$ cat src/pkg/trct_cfg.svh
// Constants of the reload/capture timer: register indices, field positions,
// reset values and clock divider counts.
// Assumes inclusion by the package, the design files and the bench.
`ifndef TRCT_CFG_SVH
`define TRCT_CFG_SVH

// ----------------------------------------------------------------------
// Register indices (byte address is four times the index)
// ----------------------------------------------------------------------
`define TRCT_IDX_CTRL      10'h0c8
`define TRCT_IDX_RELOAD_LO 10'h0ca
`define TRCT_IDX_RELOAD_HI 10'h0cb
`define TRCT_IDX_COUNT_LO  10'h0cc
`define TRCT_IDX_COUNT_HI  10'h0cd
`define TRCT_IDX_CLKCTRL   10'h08e
`define TRCT_IDX_STATUS    10'h0d0
`define TRCT_IDX_IRQ_EN    10'h0d1
`define TRCT_IDX_IRQ_CLR   10'h0d2

// ----------------------------------------------------------------------
// Control register fields
// ----------------------------------------------------------------------
`define TRCT_CTRL_TFH   7
`define TRCT_CTRL_TFL   6
`define TRCT_CTRL_LIEN  5
`define TRCT_CTRL_CE    4
`define TRCT_CTRL_SPLIT 3
`define TRCT_CTRL_RUN   2
`define TRCT_CTRL_CSS   1
`define TRCT_CTRL_XCLK  0

// ----------------------------------------------------------------------
// Clock control fields and status / enable / clear layout
// ----------------------------------------------------------------------
`define TRCT_CLK_HSEL   5
`define TRCT_CLK_LSEL   4
`define TRCT_ST_HIGH    0
`define TRCT_ST_LOW     1
`define TRCT_ST_CAP     2

// ----------------------------------------------------------------------
// Reset values and divider counts
// ----------------------------------------------------------------------
`define TRCT_RST_BYTE   8'h00
`define TRCT_RST_ST     3'h0
`define TRCT_DIV_SYS    12
`define TRCT_DIV_EXT    8

`endif

$ cat src/pkg/trct_pkg.sv
// Types and shared helper functions of the reload/capture timer.
// Assumes trct_cfg.svh is on the include path.
`include "trct_cfg.svh"

package trct_pkg;

   typedef logic [7:0] trct_byte_t;
   typedef logic [2:0] trct_stat_t;

   // Word address match of a register index on the APB address
   function automatic logic trct_hit(input logic [11:0] addr, input logic [9:0] idx);
      return addr == {idx, 2'b00};
   endfunction : trct_hit

   // Per-byte count clock: full rate, or the divided source picked by xclk
   function automatic logic trct_tick_sel(input logic sys_sel, input logic xclk,
                                          input logic div_sys, input logic div_ext);
      return sys_sel | (xclk ? div_ext : div_sys);
   endfunction : trct_tick_sel

endpackage : trct_pkg
$ cat src/design/trct_tick_gen.sv
// Count-clock ticks and synchronised events for the reload/capture timer.
// Assumes ext_clk, sof_in and lfo_in may be asynchronous to pclk.
`include "trct_cfg.svh"

module trct_tick_gen
   import trct_pkg::*;
(
   input  wire logic pclk,
   input  wire logic presetn,
   input  wire logic ext_clk,
   input  wire logic sof_in,
   input  wire logic lfo_in,
   output logic      div_sys_tick,
   output logic      div_ext_tick,
   output logic      sof_evt,
   output logic      lfo_fall
);

   logic [2:0] sync1_r;
   logic [2:0] sync2_r;
   logic [2:0] sync3_r;
   logic [3:0] sys_cnt_r;
   logic [2:0] ext_cnt_r;
   logic       ext_rise;

   // ----------------------------------------------------------------------
   // Synchronisers and edge detection
   // ----------------------------------------------------------------------
   always_ff @(posedge pclk or negedge presetn) begin // [RL18]
      if (!presetn) begin
         sync1_r <= 3'h0;
         sync2_r <= 3'h0;
         sync3_r <= 3'h0;
      end else begin
         sync1_r <= {lfo_in, sof_in, ext_clk};
         sync2_r <= sync1_r;
         sync3_r <= sync2_r;
      end
   end

   // Edges come from stages two and three so each occurrence fires once
   assign ext_rise = sync2_r[0] & ~sync3_r[0]; // [RL18]
   assign sof_evt  = sync2_r[1] & ~sync3_r[1]; // [RL18]
   assign lfo_fall = ~sync2_r[2] & sync3_r[2]; // [RL18]

   // ----------------------------------------------------------------------
   // Dividers
   // ----------------------------------------------------------------------
   always_ff @(posedge pclk or negedge presetn) begin // [RL13]
      if (!presetn) begin
         sys_cnt_r <= 4'h0;
      end else if (div_sys_tick) begin
         sys_cnt_r <= 4'h0;
      end else begin
         sys_cnt_r <= sys_cnt_r + 4'h1;
      end
   end

   always_ff @(posedge pclk or negedge presetn) begin // [RL13]
      if (!presetn) begin
         ext_cnt_r <= 3'h0;
      end else if (ext_rise) begin
         ext_cnt_r <= ext_cnt_r + 3'h1;
      end
   end

   assign div_sys_tick = sys_cnt_r == 4'(`TRCT_DIV_SYS - 1); // [RL13]
   assign div_ext_tick = ext_rise && ext_cnt_r == 3'(`TRCT_DIV_EXT - 1); // [RL13]
endmodule : trct_tick_gen

$ cat src/design/trct_timer.sv
// Reload/capture timer: 16-bit or split 8-bit counter with APB registers.
// Assumes an APB master on pclk; ext_clk, sof_in and lfo_in are raw inputs.
//
// Added by the designer: the APB register port.
`include "trct_cfg.svh"

// Behaviour
// [RL1] 16-bit wrap loads reload, sets high flag
// [RL2] 16-bit overflow requests interrupt when enabled
// [RL3] Low wrap also interrupts when low enable set
// [RL4] Split mode: two 8-bit auto-reload timers
// [RL5] Split: run bit gates high byte only
// [RL6] Per-byte select: system clock or selected source
// [RL7] High wrap sets high flag; low always sets low
// [RL8] Split interrupts: high, or either with low enable
// [RL9] Flags cleared only by software
// [RL10] Capture source: frame start or oscillator fall
// [RL11] 16-bit capture: free count, latch on event
// [RL12] Split capture: free bytes, latch both on event
// [RL13] External select: divide by 12 or ext/8
// [RL14] High flag with enable drives interrupt
// [RL15] Non-split: run bit counts or holds
// [RL16] High clock select only matters in split
// [RL17] Reload bytes hold reload or capture, reset zero
// [RL18] Inputs synchronised, each edge acts once
// [RL19] Hardware flag set beats software write
module trct_timer
   import trct_pkg::*;
(
   input  wire logic        pclk,
   input  wire logic        presetn,
   input  wire logic [11:0] paddr,
   input  wire logic        psel,
   input  wire logic        penable,
   input  wire logic        pwrite,
   input  wire logic [31:0] pwdata,
   output logic             pready,
   output logic [31:0]      prdata,
   output logic             pslverr,
   input  wire logic        ext_clk,
   input  wire logic        sof_in,
   input  wire logic        lfo_in,
   output logic             irq
);

   // ----------------------------------------------------------------------
   // State
   // ----------------------------------------------------------------------
   trct_byte_t ctrl_r;
   trct_byte_t clkctrl_r;
   trct_byte_t reload_lo_r;
   trct_byte_t reload_hi_r;
   trct_byte_t count_lo_r;
   trct_byte_t count_hi_r;
   logic       cap_flag_r;
   trct_stat_t irq_en_r;
   trct_stat_t status;
   logic [31:0] rd_val;
   logic       rd_hit;

   logic div_sys_tick;
   logic div_ext_tick;
   logic sof_evt;
   logic lfo_fall;

   logic split_mode_en;
   logic capture_en;
   logic run_ctrl;
   logic lo_tick;
   logic hi_tick;
   logic lo_adv;
   logic hi_adv;
   logic lo_wrap;
   logic hi_wrap;
   logic cap_evt;

   logic wr_access;
   logic wr_ctrl;
   logic wr_clk;
   logic wr_rl_lo;
   logic wr_rl_hi;
   logic wr_cnt_lo;
   logic wr_cnt_hi;
   logic wr_en;
   logic wr_clr;

   trct_tick_gen u_tick (
      .pclk         (pclk),
      .presetn      (presetn),
      .ext_clk      (ext_clk),
      .sof_in       (sof_in),
      .lfo_in       (lfo_in),
      .div_sys_tick (div_sys_tick),
      .div_ext_tick (div_ext_tick),
      .sof_evt      (sof_evt),
      .lfo_fall     (lfo_fall)
   );

   // ----------------------------------------------------------------------
   // APB decode
   // ----------------------------------------------------------------------
   // Zero-wait slave: a write lands on the single access edge
   assign pready    = 1'b1;
   assign wr_access = psel & penable & pwrite;
   assign wr_ctrl   = wr_access & trct_hit(paddr, `TRCT_IDX_CTRL);
   assign wr_clk    = wr_access & trct_hit(paddr, `TRCT_IDX_CLKCTRL);
   assign wr_rl_lo  = wr_access & trct_hit(paddr, `TRCT_IDX_RELOAD_LO);
   assign wr_rl_hi  = wr_access & trct_hit(paddr, `TRCT_IDX_RELOAD_HI);
   assign wr_cnt_lo = wr_access & trct_hit(paddr, `TRCT_IDX_COUNT_LO);
   assign wr_cnt_hi = wr_access & trct_hit(paddr, `TRCT_IDX_COUNT_HI);
   assign wr_en     = wr_access & trct_hit(paddr, `TRCT_IDX_IRQ_EN);
   assign wr_clr    = wr_access & trct_hit(paddr, `TRCT_IDX_IRQ_CLR);

   assign status = {cap_flag_r, ctrl_r[`TRCT_CTRL_TFL], ctrl_r[`TRCT_CTRL_TFH]};

   always_comb begin
      rd_val = 32'h0000_0000;
      rd_hit = 1'b1;
      unique case (1'b1)
         trct_hit(paddr, `TRCT_IDX_CTRL):      rd_val[7:0] = ctrl_r;
         trct_hit(paddr, `TRCT_IDX_CLKCTRL):   rd_val[7:0] = clkctrl_r;
         trct_hit(paddr, `TRCT_IDX_RELOAD_LO): rd_val[7:0] = reload_lo_r;
         trct_hit(paddr, `TRCT_IDX_RELOAD_HI): rd_val[7:0] = reload_hi_r;
         trct_hit(paddr, `TRCT_IDX_COUNT_LO):  rd_val[7:0] = count_lo_r;
         trct_hit(paddr, `TRCT_IDX_COUNT_HI):  rd_val[7:0] = count_hi_r;
         trct_hit(paddr, `TRCT_IDX_STATUS):    rd_val[2:0] = status;
         trct_hit(paddr, `TRCT_IDX_IRQ_EN):    rd_val[2:0] = irq_en_r;
         trct_hit(paddr, `TRCT_IDX_IRQ_CLR):   rd_val      = 32'h0000_0000;
         default:                              rd_hit      = 1'b0;
      endcase
   end

   // Read data is caught in the setup cycle so it is a flop in the access cycle
   always_ff @(posedge pclk or negedge presetn) begin
      if (!presetn) begin
         prdata <= 32'h0000_0000;
      end else if (psel && !penable && !pwrite) begin
         prdata <= rd_val;
      end
   end

   assign pslverr = psel & penable & ~rd_hit;

   // ----------------------------------------------------------------------
   // Mode and clock selection
   // ----------------------------------------------------------------------
   assign split_mode_en = ctrl_r[`TRCT_CTRL_SPLIT];
   assign capture_en    = ctrl_r[`TRCT_CTRL_CE];
   assign run_ctrl      = ctrl_r[`TRCT_CTRL_RUN];

   assign lo_tick = trct_tick_sel(clkctrl_r[`TRCT_CLK_LSEL], ctrl_r[`TRCT_CTRL_XCLK],
                                  div_sys_tick, div_ext_tick); // [RL6] [RL13]
   // Outside split the whole timer runs from the low-byte clock
   assign hi_tick = trct_tick_sel(clkctrl_r[`TRCT_CLK_HSEL], ctrl_r[`TRCT_CTRL_XCLK],
                                  div_sys_tick, div_ext_tick); // [RL16]

   assign lo_adv  = split_mode_en ? lo_tick : (run_ctrl & lo_tick); // [RL5] [RL15]
   assign hi_adv  = split_mode_en ? (run_ctrl & hi_tick)
                                  : (run_ctrl & lo_tick & (count_lo_r == 8'hff)); // [RL5]
   assign lo_wrap = lo_adv & (count_lo_r == 8'hff); // [RL7]
   assign hi_wrap = hi_adv & (count_hi_r == 8'hff); // [RL7]

   assign cap_evt = capture_en & (ctrl_r[`TRCT_CTRL_CSS] ? lfo_fall : sof_evt); // [RL10]

   // ----------------------------------------------------------------------
   // Counter bytes
   // ----------------------------------------------------------------------
   // A software write to a count byte wins over counting in that cycle
   always_ff @(posedge pclk or negedge presetn) begin
      if (!presetn) begin
         count_lo_r <= `TRCT_RST_BYTE;
      end else if (wr_cnt_lo) begin
         count_lo_r <= pwdata[7:0];
      end else if (lo_wrap && !capture_en && (split_mode_en || hi_wrap)) begin
         count_lo_r <= reload_lo_r; // [RL1] [RL4]
      end else if (lo_adv) begin
         count_lo_r <= count_lo_r + 8'h01; // [RL11] [RL12]
      end
   end

   always_ff @(posedge pclk or negedge presetn) begin
      if (!presetn) begin
         count_hi_r <= `TRCT_RST_BYTE;
      end else if (wr_cnt_hi) begin
         count_hi_r <= pwdata[7:0];
      end else if (hi_wrap && !capture_en) begin
         count_hi_r <= reload_hi_r; // [RL1] [RL4]
      end else if (hi_adv) begin
         count_hi_r <= count_hi_r + 8'h01; // [RL11] [RL12]
      end
   end

   // ----------------------------------------------------------------------
   // Reload / capture bytes
   // ----------------------------------------------------------------------
   // Capture beats a software write so a measured period is never lost
   always_ff @(posedge pclk or negedge presetn) begin // [RL17]
      if (!presetn) begin
         reload_lo_r <= `TRCT_RST_BYTE;
         reload_hi_r <= `TRCT_RST_BYTE;
      end else if (cap_evt) begin
         reload_lo_r <= count_lo_r; // [RL11] [RL12]
         reload_hi_r <= count_hi_r; // [RL11] [RL12]
      end else begin
         if (wr_rl_lo) begin
            reload_lo_r <= pwdata[7:0];
         end
         if (wr_rl_hi) begin
            reload_hi_r <= pwdata[7:0];
         end
      end
   end

   // ----------------------------------------------------------------------
   // Control, flags and interrupt
   // ----------------------------------------------------------------------
   always_ff @(posedge pclk or negedge presetn) begin
      if (!presetn) begin
         ctrl_r <= `TRCT_RST_BYTE;
      end else begin
         if (wr_ctrl) begin
            ctrl_r[5:0] <= pwdata[5:0];
         end
         // Flags: hardware set first, then software write or clear
         if (hi_wrap) begin
            ctrl_r[`TRCT_CTRL_TFH] <= 1'b1; // [RL7] [RL19]
         end else if (wr_ctrl) begin
            ctrl_r[`TRCT_CTRL_TFH] <= pwdata[`TRCT_CTRL_TFH]; // [RL9]
         end else if (wr_clr && pwdata[`TRCT_ST_HIGH]) begin
            ctrl_r[`TRCT_CTRL_TFH] <= 1'b0; // [RL9]
         end
         if (lo_wrap) begin
            ctrl_r[`TRCT_CTRL_TFL] <= 1'b1; // [RL7] [RL19]
         end else if (wr_ctrl) begin
            ctrl_r[`TRCT_CTRL_TFL] <= pwdata[`TRCT_CTRL_TFL]; // [RL9]
         end else if (wr_clr && pwdata[`TRCT_ST_LOW]) begin
            ctrl_r[`TRCT_CTRL_TFL] <= 1'b0; // [RL9]
         end
      end
   end

   always_ff @(posedge pclk or negedge presetn) begin
      if (!presetn) begin
         clkctrl_r <= `TRCT_RST_BYTE;
      end else if (wr_clk) begin
         clkctrl_r <= pwdata[7:0] & 8'h30;
      end
   end

   always_ff @(posedge pclk or negedge presetn) begin
      if (!presetn) begin
         cap_flag_r <= 1'b0;
      end else if (cap_evt) begin
         cap_flag_r <= 1'b1; // [RL19]
      end else if (wr_clr && pwdata[`TRCT_ST_CAP]) begin
         cap_flag_r <= 1'b0;
      end
   end

   always_ff @(posedge pclk or negedge presetn) begin
      if (!presetn) begin
         irq_en_r <= `TRCT_RST_ST;
      end else if (wr_en) begin
         irq_en_r <= pwdata[2:0];
      end
   end

   // Low flag only reaches the line while the low-byte enable is set
   assign irq = |(status & irq_en_r & {1'b1, ctrl_r[`TRCT_CTRL_LIEN], 1'b1}); // [RL2] [RL3] [RL8] [RL14]
endmodule : trct_timer

$ cat config.mk
export PLATFORM = sky130hd
export DESIGN_NAME = trct_timer
export DESIGN_NICKNAME = d
export VERILOG_FILES = /design/src/pkg/trct_pkg.sv /design/src/design/trct_tick_gen.sv /design/src/design/trct_timer.sv
export VERILOG_INCLUDE_DIRS = /design/src /design/src/pkg
export SDC_FILE = /design/constraint.sdc
export NUM_CORES = 1
export LEC_CHECK = 0
export BUFFER_PORTS_ARGS = -buffer_cell sky130_fd_sc_hd__buf_2
export CORE_ASPECT_RATIO = 1.4
export CORE_MARGIN = 5
export CORE_UTILIZATION = 55
export CTS_CLUSTER_DIAMETER = 200
export CTS_CLUSTER_SIZE = 25
export DETAILED_ROUTE_END_ITERATION = 7
export PLACE_DENSITY_LB_ADDON = 0.15
export SLEW_MARGIN = 0
export SYNTH_ARGS = -nofsm -noshare
export SYNTH_HDL_FRONTEND = slang
export SYNTH_SLANG_ARGS = --single-unit
export TNS_END_PERCENT = 1
$ cat constraint.sdc
create_clock -name pclk -period 4.51 [get_ports pclk]
set_clock_uncertainty 0.05 [all_clocks]
set_input_delay 0 -clock pclk [delete_from_list [all_inputs] [get_ports pclk]]
set_output_delay 0 -clock pclk [all_outputs]
set_load 0.005 [all_outputs]
==> results_tabular.tex, run 1 <==
\begin{tabular}{lr}
\hline
Metric & Value \\
\hline
\multicolumn{2}{l}{\textbf{Outcome}} \\
\quad Outcome & finished, final reports clean \\
\multicolumn{2}{l}{\textbf{Timing}} \\
\quad Final min period & 2.66 ns \\
\quad Pins over their slew limit & 0 \\
\quad Hold Violations, Final & 0 \\
\quad Share of the clock period used by the worst path after layout & 0.589 \\
\quad Unrepaired setup endpoints after global routing & false \\
\quad Final setup vio count & 0 \\
\quad F\_max & 0.377 GHz \\
\quad Final-layout worst hold slack & 0.0348 ns \\
\quad Post-Route Setup TNS & 0 ns \\
\quad Worst slew slack as a fraction of its limit & 0.169 \\
\quad Slew of the pin with the lowest slew margin & roughly 1.2 ns \\
\multicolumn{2}{l}{\textbf{Power}} \\
\quad Leakage component of the power & between 2 and 2.5 nW \\
\quad Worst vdd ir & between 0.2 and 0.25 mV \\
\quad Pwr/cell area & between 200 and 300 nW/um2 \\
\multicolumn{2}{l}{\textbf{Drt}} \\
\quad Number of antenna-violating nets in the routed design & 0 \\
\quad Average vias per placed instance & 5.93 \\
\quad Length of the first detailed-routing pass in iterations & 4 \\
\quad Number of remaining DRC errors & 0 \\
\quad WL per Instance & 18.6 um \\
\quad Via Count & about 3500 \\
\quad First DRT Iteration DRCs & about 270 \\
\quad Wire length reported by the detailed router & approximately 11000 um \\
\multicolumn{2}{l}{\textbf{Worst setup path}} \\
\quad Crit-path max FO & 7 \\
\quad Kind of end point of the critical path & flop \\
\quad Arrival time reported for the critical path endpoint & 2.87 ns \\
\quad Worst Setup Start Kind & flop \\
\quad Critical path start-end classification & reg2reg \\
\quad Worst endpoint required time & roughly 4.7 ns \\
\multicolumn{2}{l}{\textbf{Hold path}} \\
\quad Hold Path Class & in2reg \\
\multicolumn{2}{l}{\textbf{Global route}} \\
\quad Total global-route track usage & 0.240 \\
\quad Wire length of the first global-routing pass & between 15000 and 20000 um \\
\quad Antenna violations before repair & 0 \\
\quad Largest net degree at the start of global routing & between 70 and 80 \\
\quad Total congestion overflow & 0 \\
\quad Number of global-route vias before repair & 3554 \\
\multicolumn{2}{l}{\textbf{Floorplanning}} \\
\quad Top Ports & 87 \\
\quad Standard cell core area & around 7700 um2 \\
\quad Die W & approximately 84 um \\
\quad Total die area & around 9600 um2 \\
\quad Number of placement rows & 38 \\
\quad Initial Util & 0.557 \\
\quad Die Ht & 114 um \\
\multicolumn{2}{l}{\textbf{Logic synthesis}} \\
\quad Post-Syn Area & between 4000 and 5000 um2 \\
\quad Async S/R FF share, synth & 1.00 \\
\quad Mean Syn Cell Area & slightly below 10 um2 \\
\quad Count of unique library cells instantiated by Yosys & between 60 and 70 \\
\quad YS warnings & 0 \\
\quad Area fraction of the dominant cell type after synthesis & 0.411 \\
\quad Mapped Cells & $\sim$440 \\
\quad Area leader, netlist & sky130\_fd\_sc\_hd\_\_dfrtp\_1 \\
\quad Flops \& latches, synth & 70 \\
\quad Largest cells by area after synthesis & sky130\_fd\_sc\_hd\_\_dfrtp\_1 41\%, sky130\_fd\_sc\_hd\_\_mux2i\_1 8.2\%, sky130\_fd\_sc\_hd\_\_nand2\_1 6.0\% \\
\quad Number of enable-type register cells in the synthesized netlist & 0 \\
\quad Most used flip-flop cell after synthesis & sky130\_fd\_sc\_hd\_\_dfrtp\_1 \\
\quad Part of the Yosys area used for sequential elements & 0.411 \\
\multicolumn{2}{l}{\textbf{Final layout}} \\
\quad Area growth from synthesis to layout & 9.72\% \\
\quad Post-Layout Inst Area & 4680 um2 \\
\quad Antenna cells & 0 \\
\quad Post-layout nets & $\sim$540 \\
\quad Number of filler instances in the final layout & between 600 and 700 \\
\quad Number of non-filler instances in the completed layout & slightly below 600 \\
\quad Layout cell share with drive strength beyond 1 & 0.162 \\
\quad Core utilization of the finished layout & 0.611 \\
\multicolumn{2}{l}{\textbf{Clock tree}} \\
\quad CTS tree & built \\
\quad Clock insertion delay at the later pin of the skew report & about 0.35 ns \\
\quad Buffer type at the clock tree root & sky130\_fd\_sc\_hd\_\_clkbuf\_8 \\
\quad Number of clock sinks & 70 \\
\quad Clk pin slew, worst setup/hold paths & $\sim$0.070 ns \\
\quad Clock buffers created by TritonCTS & 9 \\
\quad Bufs on Longest Clock Path & 2 \\
\quad H-tree depth reported by CTS & 3 \\
\quad \# resized after CTS & 0 \\
\multicolumn{2}{l}{\textbf{Place}} \\
\quad Placed Cells incl. Taps & between 500 and 600 \\
\quad Buffers on Ports & 37 \\
\quad Gpl congestion & about 0.91 \\
\quad Cell area after placement & approximately 4400 um2 \\
\quad Post-DP HPWL & roughly 8000 um \\
\multicolumn{2}{l}{\textbf{Run}} \\
\quad Max-capacitance violation count & 0 \\
\hline
\end{tabular}
## synth_stat cells, types with 3 or more instances
| cell type | number |
|---|---|
| sky130_fd_sc_hd__a32oi_1 | 3 |
| sky130_fd_sc_hd__nand2_1 | 68 |
| sky130_fd_sc_hd__mux2i_1 | 35 |
| sky130_fd_sc_hd__a31oi_1 | 3 |
| sky130_fd_sc_hd__o21ai_0 | 17 |
| sky130_fd_sc_hd__a211oi_1 | 3 |
| sky130_fd_sc_hd__nand3b_1 | 3 |
| sky130_fd_sc_hd__inv_1 | 7 |
| sky130_fd_sc_hd__buf_2 | 7 |
| sky130_fd_sc_hd__nor2_1 | 21 |
| sky130_fd_sc_hd__nand3_1 | 13 |
| sky130_fd_sc_hd__xor2_1 | 5 |
| sky130_fd_sc_hd__xnor2_1 | 4 |
| sky130_fd_sc_hd__nor3_1 | 9 |
| sky130_fd_sc_hd__nor4_1 | 3 |
| sky130_fd_sc_hd__a22o_1 | 3 |
| sky130_fd_sc_hd__dfrtp_1 | 70 |
| sky130_fd_sc_hd__and3_1 | 7 |
| sky130_fd_sc_hd__buf_4 | 27 |
| sky130_fd_sc_hd__o21ai_1 | 25 |
| sky130_fd_sc_hd__ha_1 | 5 |
| sky130_fd_sc_hd__nor4_4 | 4 |
| sky130_fd_sc_hd__clkbuf_1 | 5 |
| sky130_fd_sc_hd__mux2_1 | 6 |
| sky130_fd_sc_hd__a21oi_1 | 14 |
| sky130_fd_sc_hd__a22oi_1 | 5 |
| sky130_fd_sc_hd__mux2_2 | 15 |
| sky130_fd_sc_hd__nand4_1 | 3 |
| sky130_fd_sc_hd__a21o_1 | 3 |
## timing repair
action / CTS / global route
hold buffers: 12 / 0
buffers inserted: 0 / 0
endpoints found under the hold margin: 117 / 0
## critical path, cell delays in order (launching register included)
cell and delay, ns:
sky130_fd_sc_hd__dfrtp_1 0.40, sky130_fd_sc_hd__ha_1 0.20, sky130_fd_sc_hd__ha_1 0.17, sky130_fd_sc_hd__and4b_1 0.22, sky130_fd_sc_hd__o32ai_1 0.81, sky130_fd_sc_hd__nand2b_1 0.40, sky130_fd_sc_hd__a211oi_1 0.08, sky130_fd_sc_hd__nor3_1 0.24
## report_power, final
part	internal [mW]	switching, mW	leakage [nW]	total, mW
Clock	0.207	0.221	0.0821	0.428
Combinational	0.109	0.127	1.18	0.237
Sequential	0.662	0.0373	0.779	0.699
Total	0.978	0.386	2.04	1.36
## cells by family after synthesis
family                   count (synthesis)  synth area share
flip-flops                              70             0.411
multiplexers                            56             0.138
AND/OR/NAND/NOR                        158             0.206
other                                    2           0.00176
XOR/XNOR                                 9            0.0185
buffers and inverters                   49            0.0708
AO/OA/AOI/OAI                           93             0.139
adder cells (fa/ha/maj)                  5            0.0147
## placed cells by master, fill, tap and decap left out, types with 5 or more instances in the layout
cell,instances
sky130_fd_sc_hd__ha_1,5
sky130_fd_sc_hd__nor3_1,9
sky130_fd_sc_hd__dfrtp_1,70
sky130_fd_sc_hd__a21oi_1,14
sky130_fd_sc_hd__mux2i_1,35
sky130_fd_sc_hd__conb_1,25
sky130_fd_sc_hd__inv_1,7
sky130_fd_sc_hd__nand2_1,68
sky130_fd_sc_hd__nor2_1,21
sky130_fd_sc_hd__and3_1,7
sky130_fd_sc_hd__buf_2,37
sky130_fd_sc_hd__a22oi_1,5
sky130_fd_sc_hd__o21ai_0,17
sky130_fd_sc_hd__clkbuf_8,10
sky130_fd_sc_hd__o21ai_1,25
sky130_fd_sc_hd__mux2_2,15
sky130_fd_sc_hd__mux2_1,6
sky130_fd_sc_hd__nand3_1,13
sky130_fd_sc_hd__dlygate4sd3_1,12
sky130_fd_sc_hd__xor2_1,5
## layer usage
layer	vias to the layer above	global-route usage	share of wire
li1	1648	-	-
met1	1693	0.286	0.40
met2	118	0.409	0.51
met3	30	0.0547	0.058
met4	0	0.116	0.035
met5	-	0	0
## stage by stage
stage	setup WS (ns)	power (mW)
final	1.85	1.36
after global routing	1.79	1.44
after CTS	1.94	1.38
after detailed placement	1.97	0.938
after global placement	2.03	0.931
after floorplan	2.49	0.875
## cell type report
cell class,count,area (um2),share of cell area
Tap cell,100,125,0.0268
Clock inverter,2,10.0,0.00214
Clock buffer,12,145,0.0310
Timing Repair Buffer,51,320,0.0685
Inverter,7,26.3,0.00562
Multi-Input combinational cell,346,2300,0.491
Sequential cell,70,1750,0.375
## state kept, by name (all words and copies together), names as in the netlist
name,cells
clkctrl_r,2
reload_hi_r,8
cap_flag_r,1
count_lo_r,8
u_tick.sync3_r,3
u_tick.sync1_r,3
reload_lo_r,8
u_tick.sync2_r,3
prdata,8
irq_en_r,3
count_hi_r,8
u_tick.sys_cnt_r,4
u_tick.ext_cnt_r,3
ctrl_r,8
## final timing paths
check | slack [ns] | to | start | cells after the start
setup reg to reg | 1.85 | count_lo_r[2]$_DFFE_PN0P_ | u_tick.ext_cnt_r[0]$_DFFE_PN0P_ | 7
hold reg to reg | 0.30 | u_tick.sync2_r[0]$_DFF_PN0_ | u_tick.sync1_r[0]$_DFF_PN0_ | 0
setup / recovery | 1.85 | count_lo_r[2]$_DFFE_PN0P_ | u_tick.ext_cnt_r[0]$_DFFE_PN0P_ | 7
max in group asynchronous | 3.48 | u_tick.sync2_r[2]$_DFF_PN0_ | presetn | 3
min in group asynchronous | 0.32 | reload_hi_r[2]$_DFFE_PN0P_ | presetn | 3
hold / removal | 0.03 | prdata[4]$_DFFE_PN0P_ | paddr[8] | 4
No activity file was read; power rests on OpenSTA's default activity.
==> run 2, diff against run 1 <==
- clock period: 4.51 -> 2.7 ns (I/O delays scaled with it)
==> run 2 against run 1 <==
Net effect: final area is 1.9% higher; combinational power is 82% higher; critical path depth is 1 higher; global-route usage is 0.59 points higher; register-to-register slack worse by 1.4 ns; first-iteration DRC count is 9.2% lower; via count hardly changed; critical path type unchanged; flip-flop and latch count stayed put.
==> results_tabular.tex, run 2 (same netlist as run 1, synthesis figures left out) <==
\begin{tabular}{lr}
\hline
Metric & Value \\
\hline
\multicolumn{2}{l}{\textbf{Outcome}} \\
\quad Outcome & finished, final reports clean \\
\multicolumn{2}{l}{\textbf{Global route}} \\
\quad Largest net degree at the start of global routing & between 40 and 50 \\
\quad Number of global-route vias before repair & between 3000 and 4000 \\
\quad Total global-route track usage & 0.246 \\
\quad Wire length of the first global-routing pass & approximately 18000 um \\
\quad Antenna violations before repair & 0 \\
\quad Total congestion overflow & 0 \\
\multicolumn{2}{l}{\textbf{Place}} \\
\quad Gpl congestion & 0.917 \\
\quad Buffers on Ports & 37 \\
\quad Placed Cells incl. Taps & $\sim$570 \\
\quad Post-DP HPWL & around 8300 um \\
\multicolumn{2}{l}{\textbf{Floorplanning}} \\
\quad Die W & between 80 and 90 um \\
\quad Number of placement rows & 38 \\
\quad Top Ports & 87 \\
\quad Standard cell core area & between 7000 and 8000 um2 \\
\quad Initial Util & 0.557 \\
\quad Total die area & a little under 10000 um2 \\
\quad Die Ht & between 100 and 150 um \\
\multicolumn{2}{l}{\textbf{Drt}} \\
\quad Wire length reported by the detailed router & approximately 11000 um \\
\quad Number of remaining DRC errors & 0 \\
\quad Top sig layer & met4 \\
\quad First DRT Iteration DRCs & about 250 \\
\quad Number of antenna-violating nets in the routed design & 0 \\
\quad WL per Instance & between 15 and 20 um \\
\quad Average vias per placed instance & 5.83 \\
\quad Routed length on met2 & approximately 5700 um \\
\quad Length of the first detailed-routing pass in iterations & 5 \\
\quad Sum of routed wire segments on met1 & around 4500 um \\
\quad Via Count & approximately 3500 \\
\quad Amount of wire on met3 after detailed routing & 551 um \\
\multicolumn{2}{l}{\textbf{Clock tree}} \\
\quad CTS tree & built \\
\quad Post-CTS Setup Repair Bufs & 0 \\
\quad Number of clock sinks & 70 \\
\quad Buffer type at the clock tree root & sky130\_fd\_sc\_hd\_\_clkbuf\_8 \\
\quad Bufs on Longest Clock Path & 2 \\
\quad Clock insertion delay at the later pin of the skew report & $\sim$0.34 ns \\
\quad H-tree depth reported by CTS & 3 \\
\quad Clock buffers created by TritonCTS & 9 \\
\quad Clk pin slew, worst setup/hold paths & roughly 0.070 ns \\
\multicolumn{2}{l}{\textbf{Final layout}} \\
\quad Most common cell after layout, fill and taps aside & sky130\_fd\_sc\_hd\_\_dfrtp\_1 \\
\quad Number of non-filler instances in the completed layout & roughly 600 \\
\quad Antenna cells & 0 \\
\quad Multi-input logic area & around 2300 um2 \\
\quad Number of filler instances in the final layout & slightly below 700 \\
\quad Most frequent cells in the layout & 70 x sky130\_fd\_sc\_hd\_\_dfrtp\_1, 68 x sky130\_fd\_sc\_hd\_\_nand2\_1, 37 x sky130\_fd\_sc\_hd\_\_buf\_2 \\
\quad Layout cell share with drive strength beyond 1 & 0.178 \\
\quad Area growth from synthesis to layout & 11.8\% \\
\quad Combined flip-flop and latch cell area & 1750 um2 \\
\quad Post-layout nets & about 550 \\
\quad Core utilization of the finished layout & 0.622 \\
\multicolumn{2}{l}{\textbf{Hold path}} \\
\quad Hold Path Class & in2reg \\
\multicolumn{2}{l}{\textbf{Worst setup path}} \\
\quad Worst endpoint required time & slightly below 3 ns \\
\quad Arrival time reported for the critical path endpoint & about 2.5 ns \\
\quad Critical path start-end classification & reg2reg \\
\quad Kind of end point of the critical path & flop \\
\quad Worst Setup Start Kind & flop \\
\quad Crit-path max FO & 7 \\
\multicolumn{2}{l}{\textbf{Timing}} \\
\quad Share of the clock period used by the worst path after layout & 0.839 \\
\quad Unrepaired setup endpoints after global routing & false \\
\quad Hold Violations, Final & 0 \\
\quad Slew of the pin with the lowest slew margin & around 0.95 ns \\
\quad F\_max & around 0.44 GHz \\
\quad Final setup vio count & 0 \\
\quad Pins over their slew limit & 0 \\
\quad Worst slew slack as a fraction of its limit & 0.368 \\
\quad Post-Route Setup TNS & 0 ns \\
\quad Final min period & between 2 and 2.5 ns \\
\multicolumn{2}{l}{\textbf{Power}} \\
\quad Worst vdd ir & $\sim$0.37 mV \\
\quad Pwr/cell area & about 500 nW/um2 \\
\quad Leakage component of the power & about 2.1 nW \\
\multicolumn{2}{l}{\textbf{Run}} \\
\quad Max-capacitance violation count & 0 \\
\hline
\end{tabular}
[run 2: worst paths after layout]
check / from / cells after the start / slack [ns] / to
worst max-delay path: u_tick.ext_cnt_r[0]$_DFFE_PN0P_ / 8 / 0.43 / count_lo_r[2]$_DFFE_PN0P_
worst min-delay path: paddr[8] / 4 / 0.05 / prdata[5]$_DFFE_PN0P_
worst max register to register: u_tick.ext_cnt_r[0]$_DFFE_PN0P_ / 8 / 0.43 / count_lo_r[2]$_DFFE_PN0P_
worst min register to register: u_tick.sync1_r[0]$_DFF_PN0_ / 0 / 0.31 / u_tick.sync2_r[0]$_DFF_PN0_
max in group asynchronous: presetn / 3 / 1.51 / reload_lo_r[4]$_DFFE_PN0P_
min in group asynchronous: presetn / 2 / 0.30 / cap_flag_r$_DFFE_PN0P_
[run 2: metal layers]
metal	up-vias	global-route usage
met2	101	0.429
met3	24	0.0461
li1	1664	-
met5	-	0
met4	0	0.103
met1	1703	0.298
[run 2: area by class of cell]
class                      instances  area share
clock inverter                     1     0.00105
sequential                        70       0.368
clock buffer                      14      0.0341
tap                              100      0.0263
multi-input combinational        346       0.482
timing repair buffer              61      0.0830
inverter                           7     0.00552
[run 2: stage by stage]
step	hold slack (ns)	worst slack, ns	instance area (um2)	total power [mW]
after floorplan	-0.346	0.684	4350	1.46
after global placement	0.0588	0.542	4480	1.59
after detailed placement	0.0593	0.471	4480	1.60
after CTS	0.0312	0.440	4760	2.36
after global routing	0.0848	0.259	4760	2.47
final	0.0457	0.434	4760	2.34
[run 2: report_power, final]
group | leakage, nW | switching [mW] | internal, mW
Sequential | 0.779 | 0.0626 | 1.11
Clock | 0.0865 | 0.366 | 0.379
Combinational | 1.23 | 0.231 | 0.201
Total | 2.09 | 0.659 | 1.68
[run 2: timing repair]
| action | CTS | global route |
|---|---|---|
| hold endpoints to repair | 85 | 0 |
| gates resized for setup | 0 | 0 |
| hold buffers | 12 | 0 |
[run 2: worst max-delay path: stages (launching register included)]
cell	delay [ns]
sky130_fd_sc_hd__dfrtp_1	0.40
sky130_fd_sc_hd__ha_1	0.21
sky130_fd_sc_hd__ha_1	0.17
sky130_fd_sc_hd__and4b_1	0.24
sky130_fd_sc_hd__o32ai_1	0.25
sky130_fd_sc_hd__buf_4	0.20
sky130_fd_sc_hd__nand2b_1	0.36
sky130_fd_sc_hd__a211oi_1	0.09
sky130_fd_sc_hd__nor3_1	0.20
